File: src/design/rcf_pkg.sv
// Package for the NMI and reset cause flag registers
package rcf_pkg;

    // ****************************************
    // Register map
    // ****************************************
    localparam int ADDR_W = 4;
    localparam logic [ADDR_W-1:0] NMI_CAUSE_OFS = 4'h0;
    localparam logic [ADDR_W-1:0] RST_CAUSE_OFS = 4'h4;

    // ****************************************
    // Field positions
    // ****************************************
    localparam int NMI_WDT_BIT = 0;
    localparam int NMI_PIN_BIT = 1;
    localparam int NMI_W = 2;
    localparam int RST_PON_BIT = 0;
    localparam int RST_PIN_BIT = 1;
    localparam int RST_WDT_BIT = 2;
    localparam int RST_ZERO_BIT = 3;
    localparam int RST_CORE_BIT = 4;
    localparam int RST_W = 5;

    // Bits that hold a flag; bit 3 is write-zero and always reads zero
    localparam logic [RST_W-1:0] RST_FLAG_MASK = 5'h17;

    // ****************************************
    // Reset values
    // ****************************************
    localparam logic [NMI_W-1:0] NMI_CAUSE_RST = 2'h0;
    localparam logic [RST_W-1:0] RST_CAUSE_POR = 5'h01;

    // ****************************************
    // Bus answers
    // ****************************************
    localparam logic [1:0] RESP_OKAY = 2'h0;
    localparam logic [1:0] RESP_SLVERR = 2'h2;

    // One-cycle pulses from the reset controller naming the reset source
    typedef struct packed {
        logic core_req;
        logic watchdog;
        logic pin;
    } rcf_rst_src_t;

endpackage // rcf_pkg

File: src/design/rcf_cause_flags.sv
// NMI cause and reset cause flag registers with an AXI4-Lite slave
`timescale 1ns/100ps

// Behaviour
// A watchdog NMI sets NMI cause bit 0 and an NMI pin event sets NMI cause bit 1.
// A read of the NMI cause register returns the flags and then clears both to zero.
// The NMI cause register is read-only, its flags reset to zero, bits 31 to 2 read zero.
// Flags at 4 core, 2 watchdog, 1 pin, 0 power-on; 0 clears; bit 3 gets 0; 31:5 read 0.
// Only power-on reset initialises the reset cause register; later resets leave it alone.
// Writing one to a reset cause flag leaves it unchanged; only reset sources set flags.
module rcf_cause_flags (
    input wire logic ref_clk,
    input wire logic resetn,
    input wire logic por_n,
    input wire logic wdt_nmi,
    input wire logic nmi_pin,
    input wire rcf_pkg::rcf_rst_src_t rst_src,
    input wire logic s_axi_awvalid,
    output logic s_axi_awready,
    input wire logic [31:0] s_axi_awaddr,
    input wire logic [2:0] s_axi_awprot,
    input wire logic s_axi_wvalid,
    output logic s_axi_wready,
    input wire logic [31:0] s_axi_wdata,
    input wire logic [3:0] s_axi_wstrb,
    output logic s_axi_bvalid,
    input wire logic s_axi_bready,
    output logic [1:0] s_axi_bresp,
    input wire logic s_axi_arvalid,
    output logic s_axi_arready,
    input wire logic [31:0] s_axi_araddr,
    input wire logic [2:0] s_axi_arprot,
    output logic s_axi_rvalid,
    input wire logic s_axi_rready,
    output logic [31:0] s_axi_rdata,
    output logic [1:0] s_axi_rresp
);
    import rcf_pkg::*;

    // ****************************************
    // NMI pin synchroniser
    // ****************************************
    logic pin_s1_r;
    logic pin_s2_r;
    logic pin_s3_r;
    logic pin_lvl_r;
    logic pin_agree;
    logic pin_rise;

    always_ff @(posedge ref_clk or negedge resetn)
    begin
        if (!resetn)
        begin
            pin_s1_r <= 1'b0;
            pin_s2_r <= 1'b0;
            pin_s3_r <= 1'b0;
            pin_lvl_r <= 1'b0;
        end
        else
        begin
            pin_s1_r <= nmi_pin;
            pin_s2_r <= pin_s1_r;
            pin_s3_r <= pin_s2_r;
            if (pin_agree)
                pin_lvl_r <= pin_s3_r;
        end
    end

    // A change counts only once two stages agree, so a one-cycle glitch never raises a flag
    assign pin_agree = (pin_s2_r == pin_s3_r);
    assign pin_rise = pin_agree && pin_s3_r && !pin_lvl_r;

    // ****************************************
    // Bus handshakes and decode
    // ****************************************
    logic awready_r;
    logic wready_r;
    logic aw_held_r;
    logic w_held_r;
    logic [ADDR_W-1:0] waddr_r;
    logic [31:0] wdata_r;
    logic [3:0] wstrb_r;
    logic bvalid_r;
    logic [1:0] bresp_r;
    logic arready_r;
    logic rvalid_r;
    logic [31:0] rdata_r;
    logic [1:0] rresp_r;

    logic aw_hs;
    logic w_hs;
    logic b_hs;
    logic ar_hs;
    logic r_hs;
    logic do_wr;
    logic wr_nmi;
    logic wr_rst;
    logic wr_lane0;
    logic rd_nmi;
    logic rd_rst;
    logic rd_ok;
    logic wr_ok;
    logic [ADDR_W-1:0] raddr;
    logic [31:0] rd_data;

    assign aw_hs = s_axi_awvalid && awready_r;
    assign w_hs = s_axi_wvalid && wready_r;
    assign b_hs = bvalid_r && s_axi_bready;
    assign ar_hs = s_axi_arvalid && arready_r;
    assign r_hs = rvalid_r && s_axi_rready;
    assign do_wr = aw_held_r && w_held_r && !bvalid_r;

    // Only the aligned word address is decoded; upper address bits must be zero
    assign raddr = s_axi_araddr[ADDR_W-1:0];
    assign rd_nmi = (s_axi_araddr[31:ADDR_W] == '0) && (raddr == NMI_CAUSE_OFS);
    assign rd_rst = (s_axi_araddr[31:ADDR_W] == '0) && (raddr == RST_CAUSE_OFS);
    assign rd_ok = rd_nmi || rd_rst;
    assign wr_nmi = (waddr_r == NMI_CAUSE_OFS);
    assign wr_rst = (waddr_r == RST_CAUSE_OFS);
    assign wr_ok = wr_nmi || wr_rst;
    assign wr_lane0 = do_wr && wr_rst && wstrb_r[0];

    // ****************************************
    // NMI cause register
    // ****************************************
    logic [NMI_W-1:0] nmi_r;
    logic [NMI_W-1:0] nmi_set;
    logic [NMI_W-1:0] nmi_nxt;
    logic nmi_rd_clr;

    assign nmi_set[NMI_WDT_BIT] = wdt_nmi;
    assign nmi_set[NMI_PIN_BIT] = pin_rise;
    // A read takes the current value, then clears; a cause in the same cycle survives
    assign nmi_rd_clr = ar_hs && rd_nmi;
    assign nmi_nxt = (nmi_rd_clr ? NMI_CAUSE_RST : nmi_r) | nmi_set;

    always_ff @(posedge ref_clk or negedge resetn)
    begin
        if (!resetn)
            nmi_r <= NMI_CAUSE_RST;
        else
            nmi_r <= nmi_nxt;
    end

    // ****************************************
    // Reset cause register
    // ****************************************
    logic [RST_W-1:0] rst_r;
    logic [RST_W-1:0] rst_set;
    logic [RST_W-1:0] rst_keep;
    logic [RST_W-1:0] rst_nxt;

    assign rst_set[RST_PON_BIT] = 1'b0;
    assign rst_set[RST_PIN_BIT] = rst_src.pin;
    assign rst_set[RST_WDT_BIT] = rst_src.watchdog;
    assign rst_set[RST_ZERO_BIT] = 1'b0;
    assign rst_set[RST_CORE_BIT] = rst_src.core_req;
    // Written ones are ANDed in, so they can only keep a flag, never raise it
    assign rst_keep = wr_lane0 ? wdata_r[RST_W-1:0] : {RST_W{1'b1}};
    assign rst_nxt = ((rst_r & rst_keep) | rst_set) & RST_FLAG_MASK;

    // Runs on power-on reset only, so the cause survives every later reset
    always_ff @(posedge ref_clk or negedge por_n)
    begin
        if (!por_n)
            rst_r <= RST_CAUSE_POR;
        else
            rst_r <= rst_nxt;
    end

    // ****************************************
    // Read data
    // ****************************************
    assign rd_data = rd_nmi ? {{(32-NMI_W){1'b0}}, nmi_r} :
                     rd_rst ? {{(32-RST_W){1'b0}}, rst_r} : 32'h0000_0000;

    // ****************************************
    // Write channel
    // ****************************************
    always_ff @(posedge ref_clk or negedge resetn)
    begin
        if (!resetn)
        begin
            awready_r <= 1'b1;
            wready_r <= 1'b1;
            aw_held_r <= 1'b0;
            w_held_r <= 1'b0;
            waddr_r <= '0;
            wdata_r <= 32'h0000_0000;
            wstrb_r <= 4'h0;
            bvalid_r <= 1'b0;
            bresp_r <= RESP_OKAY;
        end
        else
        begin
            if (aw_hs)
            begin
                awready_r <= 1'b0;
                aw_held_r <= 1'b1;
                waddr_r <= (s_axi_awaddr[31:ADDR_W] == '0) ?
                           s_axi_awaddr[ADDR_W-1:0] : 4'hF;
            end
            if (w_hs)
            begin
                wready_r <= 1'b0;
                w_held_r <= 1'b1;
                wdata_r <= s_axi_wdata;
                wstrb_r <= s_axi_wstrb;
            end
            // Writes to the read-only NMI word are ignored but answered OKAY
            if (do_wr)
            begin
                bvalid_r <= 1'b1;
                bresp_r <= wr_ok ? RESP_OKAY : RESP_SLVERR;
            end
            if (b_hs)
            begin
                bvalid_r <= 1'b0;
                aw_held_r <= 1'b0;
                w_held_r <= 1'b0;
                awready_r <= 1'b1;
                wready_r <= 1'b1;
            end
        end
    end

    // ****************************************
    // Read channel
    // ****************************************
    always_ff @(posedge ref_clk or negedge resetn)
    begin
        if (!resetn)
        begin
            arready_r <= 1'b1;
            rvalid_r <= 1'b0;
            rdata_r <= 32'h0000_0000;
            rresp_r <= RESP_OKAY;
        end
        else
        begin
            if (ar_hs)
            begin
                arready_r <= 1'b0;
                rvalid_r <= 1'b1;
                rdata_r <= rd_data;
                rresp_r <= rd_ok ? RESP_OKAY : RESP_SLVERR;
            end
            if (r_hs)
            begin
                arready_r <= 1'b1;
                rvalid_r <= 1'b0;
            end
        end
    end

    assign s_axi_awready = awready_r;
    assign s_axi_wready = wready_r;
    assign s_axi_bvalid = bvalid_r;
    assign s_axi_bresp = bresp_r;
    assign s_axi_arready = arready_r;
    assign s_axi_rvalid = rvalid_r;
    assign s_axi_rdata = rdata_r;
    assign s_axi_rresp = rresp_r;

    // ****************************************
    // Assertions
    // ****************************************
    AST_NMI_WDT_SET: assert property (
        @(posedge ref_clk) disable iff (!resetn)
        wdt_nmi |=> nmi_r[NMI_WDT_BIT])
        else $error("watchdog NMI did not set its cause flag");

    AST_NMI_PIN_SET: assert property (
        @(posedge ref_clk) disable iff (!resetn)
        $rose(nmi_pin) ##3 (pin_s3_r && !pin_lvl_r) |=> nmi_r[NMI_PIN_BIT])
        else $error("NMI pin edge did not set its cause flag");

    AST_NMI_RD_CLR: assert property (
        @(posedge ref_clk) disable iff (!resetn)
        (nmi_rd_clr && !wdt_nmi && !pin_rise) |=>
        (nmi_r == NMI_CAUSE_RST) && rvalid_r && (rdata_r[NMI_W-1:0] == $past(nmi_r)))
        else $error("NMI cause read did not return and clear the flags");

    AST_NMI_HIGH_ZERO: assert property (
        @(posedge ref_clk) disable iff (!resetn)
        nmi_rd_clr |=> (rdata_r[31:NMI_W] == '0) && (rresp_r == RESP_OKAY))
        else $error("NMI cause read shows nonzero upper bits");

    AST_RST_WR_CLEAR: assert property (
        @(posedge ref_clk) disable iff (!resetn)
        (wr_lane0 && !wdata_r[RST_WDT_BIT] && !rst_src.watchdog) |=> !rst_r[RST_WDT_BIT])
        else $error("writing zero did not clear the watchdog reset flag");

    AST_RST_CORE_SET: assert property (
        @(posedge ref_clk) disable iff (!por_n)
        rst_src.core_req |=> rst_r[RST_CORE_BIT] ##1 1'b1)
        else $error("core reset request did not set its flag");

    AST_RST_RD_ZERO: assert property (
        @(posedge ref_clk) disable iff (!resetn)
        (ar_hs && rd_rst) |=> (rdata_r[31:RST_W] == '0) && !rdata_r[RST_ZERO_BIT])
        else $error("reset cause read shows a bit that must be zero");

    AST_RST_KEEP: assert property (
        @(posedge ref_clk) disable iff (!por_n)
        (!resetn && !(|rst_src)) |=> $stable(rst_r))
        else $error("a later reset changed the reset cause flags");

    AST_RST_NO_SW_SET: assert property (
        @(posedge ref_clk) disable iff (!resetn)
        (wr_lane0 && !(|rst_src)) |=>
        (rst_r == ($past(rst_r) & $past(wdata_r[RST_W-1:0]) & RST_FLAG_MASK)))
        else $error("software write raised a reset cause flag");

endmodule // rcf_cause_flags

File: config.mk
export PLATFORM = sky130hd
export DESIGN_NAME = rcf_cause_flags
export DESIGN_NICKNAME = d
export VERILOG_FILES = /design/src/design/rcf_pkg.sv /design/src/design/rcf_cause_flags.sv
export SDC_FILE = /design/constraint.sdc
export NUM_CORES = 1
export LEC_CHECK = 0
export ABC_AREA = 1
export BUFFER_PORTS_ARGS = -buffer_cell sky130_fd_sc_hd__buf_2
export CORE_MARGIN = 3
export CORE_UTILIZATION = 37
export DETAILED_ROUTE_END_ITERATION = 10
export PLACE_DENSITY_LB_ADDON = 0.2
export SYNTH_ARGS = -nofsm -noshare
export SYNTH_HDL_FRONTEND = slang
export SYNTH_SLANG_ARGS = --single-unit
export TNS_END_PERCENT = 30
File: constraint.sdc
create_clock -name ref_clk -period 1.5 [get_ports ref_clk]
set_input_delay 0.15 -clock ref_clk [delete_from_list [all_inputs] [get_ports ref_clk]]
set_output_delay 0.15 -clock ref_clk [all_outputs]
set_load 0.05 [all_outputs]
==> results of run 1 <==
==> sequential cells by signal, indices dropped and copies added, names as in the netlist, 2 cells and up <==
| name | count |
|---|---|
| rst_r | 4 |
| nmi_r | 2 |
| s_axi_rdata | 4 |
| wdata_r | 4 |
| waddr_r | 4 |
==> critical path, delay by kind of cell, from the launching register on <==
kind          cells  cell delay [ns]
flops             1             0.55
simple gates      5             0.65
==> worst max path at each step <==
stage | startpoint | to | slack [ns] | cells after the start
floorplan | s_axi_arready | nmi_r[0] | 0.04 | 5
CTS | s_axi_arready | nmi_r[0] | 0.18 | 5
finish | s_axi_arready | nmi_r[0] | 0.20 | 5
global placement | s_axi_bvalid | rst_r[1] | 0.21 | 6
detailed placement | s_axi_arready | nmi_r[0] | 0.20 | 5
global route | s_axi_bvalid | rst_r[2] | 0.009 | 6
==> timing repair <==
action	in CTS	in global routing
hold buffers	3	0
endpoints found under the hold margin	30	0
endpoints found under the setup margin	0	0
==> kinds of logic after synthesis <==
logic type / Yosys count / synth area share
compound gates: 18 / 0.0529
simple gates: 115 / 0.284
fa+ha+maj: 1 / 0.00735
buf+inv: 52 / 0.181
flops: 32 / 0.473
other cells: 1 / 0.00220
==> synth_stat cells (2+ instances only) <==
library cell / number / area (um2)
nor2_1: 48 / 180
nand2_1: 47 / 176
buf_4: 30 / 225
dfrtp_1: 28 / 701
inv_1: 22 / 82.6
o21ai_0: 11 / 55.1
nand3_1: 8 / 40.0
a21oi_1: 7 / 35.0
dfstp_2: 4 / 105
nand2_2: 3 / 18.8
nand4_1: 3 / 18.8
nor3_2: 2 / 20.0
==> metal layers <==
metal | global-route usage | part of all wire | up-vias
met1 | 0.168 | 0.42 | 652
met4 | 0.0664 | 0.021 | 0
met3 | 0.0342 | 0.087 | 8
met2 | 0.213 | 0.47 | 60
li1 | - | - | 815
met5 | 0 | 0 | -
==> area by class of cell <==
cell class	instances	area [um2]	share of cell area
Sequential cell	32	806	0.359
Multi-Input combinational cell	164	698	0.311
Timing Repair Buffer	96	498	0.222
Clock buffer	6	82.6	0.0368
Tap cell	52	65.1	0.0290
Inverter	22	82.6	0.0368
Clock inverter	2	10.0	0.00446
==> per-stage QoR <==
step                instance area, um2  cells  utilization
floorplan                         1810    248            -
global placement                  2120    363        0.480
detailed placement                2120    363        0.480
CTS                               2240    374        0.508
global route                      2240    374        0.508
finish                            2240    374        0.508
==> report_power, final <==
part | internal (mW) | leakage [nW] | switching [mW]
clock network | 0.365 | 0.0510 | 0.314
logic | 0.216 | 0.844 | 0.594
registers | 1.04 | 0.351 | 0.0828
==> reports/qor.yml, run 1 <==
outcome:
  run_status: "finished clean"
clocking:
  cts_max_level: 2
  cts_buffers: 5
  cts_setup_buffers: 0
  clock_latency_ns: 0.28
  cts-root-buf: "clkbuf_8"
  cts_tree: "yes"
  clk_pin_slew_ns: 0.07
  clockBufferDepth: 2
  cts_resized: 0
  cts.sinks: 32
worst_setup_path:
  crit_chain: "nand2_2, nor3_1, nand2_2, nand2_1, nand2_1"
  r2r_start: "s_axi_arready"
  path_class: "reg -> reg"
  cp_data_arrival_time_ns: 1.47
  required_ns: 1.68
  cp_slowest_cell: "dfstp_2"
  path_max_fanout: 3
  slowest_delay_ns: 0.55
  reg2reg_slack_ns: 0.20
  end_kind: "flop"
  rr_worst_depth: 5
  regToRegEndpoint: "nmi_r[0]"
  worstSetupStartpointType: "flop"
hold_path:
  hold_depth: 2
  hp-class: "in -> reg"
  hp-start: "s_axi_awvalid"
  min_to: "s_axi_awready"
route:
  drcViolationCount: 0
  num_vias: 1535
  dr.pass1.iters: 4
  wl_per_cell_um: 9.44
  drt_wl_total_mm: 3.53
  via_per_inst: 4.10
  drtAntennaViolNets: 0
  drt-initial-drc-count: 59
die:
  start_util: 0.386
  core-area_um2: 4410
  fp.dieW_um: 73.8
  die_height_um: 73.8
  placementRows: 24
  die-area_um2: 5450
  ios: 160
timing:
  post-route-period-util: 0.865
  min_period_ns: 1.30
  slew_headroom: 0.599
  whs_ns: 0.0399
  tightest_slew_ns: 0.602
  max_freq_mhz: 771
  setup_viol: 0
  hold_violations: 0
  setup-tns-final_ns: 0
  slew_violations: 0
  rsz0062_at_grt: "no"
  finClkSkew_ns: 0.00492
  finalWorstSetupSlack_ns: 0.203
yosys:
  synth_cell_types: 18
  ys_ff_latch: 32
  avgSynthCellArea_um2: 7.78
  synthCells: 219
  ys.flop_type: "dfrtp_1"
  yosys_warnings: 0
  async_reset_ff_frac: 1.00
  synth_edf_count: 0
  synthesis.area_um2: 1700
  ys_seq_area_frac: 0.473
placed_design:
  port_buffers: 92
  place_congestion: 0.724
  dp_hpwl_mm: 2.89
  dp_slack_ns: 0.199
grt:
  grt_pass1_wl_mm: 5.64
  grt_use_total: 0.134
  grt_max_degree: 29
  antenna_found_initial: 0
  grt_pass1_vias: 1391
  gr-total-overflow: 0
final_layout:
  fill_cells: 465
  drive_gt1_frac: 0.348
  layout_common_cells: "92 x buf_2, 48 x nor2_1, 47 x nand2_1"
  syn_to_final_growth_pct: 31.7
  mostFrequentLayoutCell: "buf_2"
  antenna_cells: 0
  nets: 441
power_and_ir_drop:
  worst_ir_drop_vdd_mv: 0.663
  power_leakage_nw: 1.25
  total_power_mw: 2.61
  power.density_nw_per_um2: 1160
job:
  cap_violations: 0
No activity file was read; power rests on OpenSTA's default activity.
==> inputs of run 2 (changes only) <==
- BUFFER_PORTS_ARGS: -buffer_cell sky130_fd_sc_hd__buf_2 -> -buffer_cell sky130_fd_sc_hd__buf_4
==> run 2 against run 1 <==
Net effect:
- clock skew about the same
- sequential power about the same
- largest cell class unchanged
- global-route usage about the same
- first-iteration DRC count up 6.8%
==> reports/qor.yml, run 2 (synthesized netlist as in run 1, its figures left out) <==
outcome:
  run_status: "finished clean"
worst_setup_path:
  path_class: "reg -> reg"
  cp_data_arrival_time_ns: 1.49  # +0.02 ns
  critPathCapture: "nmi_r[1]"
  cp_slowest_cell: "dfstp_2"
  path_max_fanout: 3  # unchanged
  slowest_delay_ns: 0.55  # about the same
  worstSetupStartpointType: "flop"
  regToRegEndpoint: "nmi_r[1]"
  crit_chain: "nand2_2, nor3_1, nand2_2, nand2_1, nand2_1"
  r2r_start: "s_axi_arready"
  reg2reg_slack_ns: 0.18  # -0.02 ns
  end_kind: "flop"
  startpoint: "s_axi_arready"
  required_ns: 1.68  # about the same
  rr_worst_depth: 5  # unchanged
hold_path:
  hp-class: "in -> reg"
route:
  wl_per_cell_um: 9.98  # +5.6%
  dr.pass1.iters: 4  # unchanged
  via_per_inst: 4.19  # +2.1%
  num_vias: 1567  # +2.1%
  drtAntennaViolNets: 0  # unchanged
  drt_wl_total_mm: 3.73  # +5.6%
  drcViolationCount: 0  # unchanged
  drt-initial-drc-count: 63  # +6.8%
final_layout:
  design_area_um2: 2510  # +12%
  multi_input_area_um2: 698  # unchanged
  postLayoutCoreUtil: 0.568  # +0.0598
  fin_cells: 374  # unchanged
  syn_to_final_growth_pct: 47.2
  mostFrequentLayoutCell: "buf_4"
  layout_common_cells: "93 x buf_4, 48 x nor2_1, 47 x nand2_1"
  antenna_cells: 0  # unchanged
  fill_cells: 441  # -5.2%
  nets: 441  # unchanged
  regArea_um2: 806  # unchanged
  drive_gt1_frac: 0.348  # unchanged
grt:
  grt_pass1_vias: 1370  # -1.5%
  grt_pass1_wl_mm: 5.69  # +0.85%
  antenna_found_initial: 0  # unchanged
  gr-total-overflow: 0  # unchanged
  grt_use_total: 0.134  # +0.000417
  grt_max_degree: 29  # unchanged
timing:
  rsz0062_at_grt: "no"
  max_freq_mhz: 759  # -1.5%
  setup-tns-final_ns: 0  # unchanged
  setup_viol: 0  # unchanged
  slew_violations: 0  # unchanged
  hold_violations: 0  # unchanged
  finClkSkew_ns: 0.00444  # -0.000480 ns
  post-route-period-util: 0.878  # +0.0134
  min_period_ns: 1.32  # +0.0201 ns
power_and_ir_drop:
  worst_ir_drop_vdd_mv: 0.936  # +41%
  power_leakage_nw: 1.34  # +7.2%
  power.density_nw_per_um2: 1160  # about the same
  total_power_mw: 2.92  # +12%
placed_design:
  port_buffers: 92  # unchanged
  dp_hpwl_mm: 3.06  # +6.1%
  place_congestion: 0.768  # +6.0%
  dp.cells: 363  # unchanged
  placed_cell_area_um2: 2350  # +11%
clocking:
  cts_resized: 0  # unchanged
  clock_latency_ns: 0.28  # about the same
  cts_tree: "yes"
  cts-root-buf: "clkbuf_8"
  cts.sinks: 32  # unchanged
  cts_buffers: 5  # unchanged
  postCtsHoldBufs: 3  # unchanged
  clockBufferDepth: 2  # unchanged
  cts_setup_buffers: 0  # unchanged
  clk_pin_slew_ns: 0.07  # about the same
  cts_max_level: 2  # unchanged
job:
  cap_violations: 0  # unchanged
die:
  die_height_um: 73.8  # unchanged
  ios: 160  # unchanged
  core-area_um2: 4410  # unchanged
  die-area_um2: 5450  # unchanged
  placementRows: 24  # unchanged
  start_util: 0.386  # unchanged
  fp.dieW_um: 73.8  # unchanged
==> run 2: changes by cell type in the layout (fill, tap and decap cells not counted) <==
cell / previous run / this run
buf_4: 1 / 93
buf_2: 92 / 0
bufinv_16: 0 / 1
clkinv_2: 2 / 0
clkbuf_8: 6 / 7
==> run 2: area by class of cell <==
cell class | count | share of cell area
flip-flops and latches | 32 | 0.322
repair buffers | 96 | 0.291
multi-input cells | 164 | 0.279
clock buffers | 7 | 0.0384
inverters | 22 | 0.0330
well taps | 52 | 0.0260
clock inverters | 1 | 0.0120
==> run 2: through the flow <==
stage,worst slack [ns],hold WS (ns)
after floorplan,0.0425,-0.146
after global placement,0.211,-0.0525
after detailed placement,0.192,-0.0526
after CTS,0.169,0.0221
after global routing,0.0398,0.0307
final,0.182,0.0293
==> run 2: routing by layer <==
metal	up-vias	track usage	routed length, um
met5	-	0	0
met4	0	0.0463	51
met3	7	0.0383	329
met2	69	0.210	1760
met1	673	0.178	1590
li1	818	-	-
==> run 2: critical path: cells and delay by family, from the launching register on <==
kind             cells  cell delay, ns
DFF                  1            0.55
and+or+nand+nor      5            0.66
==> run 2: how the worst min path moves through the flow <==
| stage | slack, ns | cells past startpoint | end | startpoint |
|---|---|---|---|---|
| 2_1_floorplan | -0.15 | 0 | aw_held_r | resetn |
| 5_1_grt | 0.03 | 2 | s_axi_awready | s_axi_awvalid |
| 3_5_place_dp | -0.05 | 1 | rst_r[4] | por_n |
| 6_report | 0.03 | 2 | s_axi_awready | s_axi_awvalid |
| 4_1_cts | 0.02 | 2 | s_axi_awready | s_axi_awvalid |
| 3_3_place_gp | -0.05 | 1 | rst_r[1] | por_n |
==> run 2: where the power goes <==
group	leakage, nW	total (mW)	internal, mW	switching, mW
combinational	0.920	0.897	0.306	0.591
clock	0.0645	0.890	0.586	0.304
sequential	0.351	1.13	1.04	0.0903
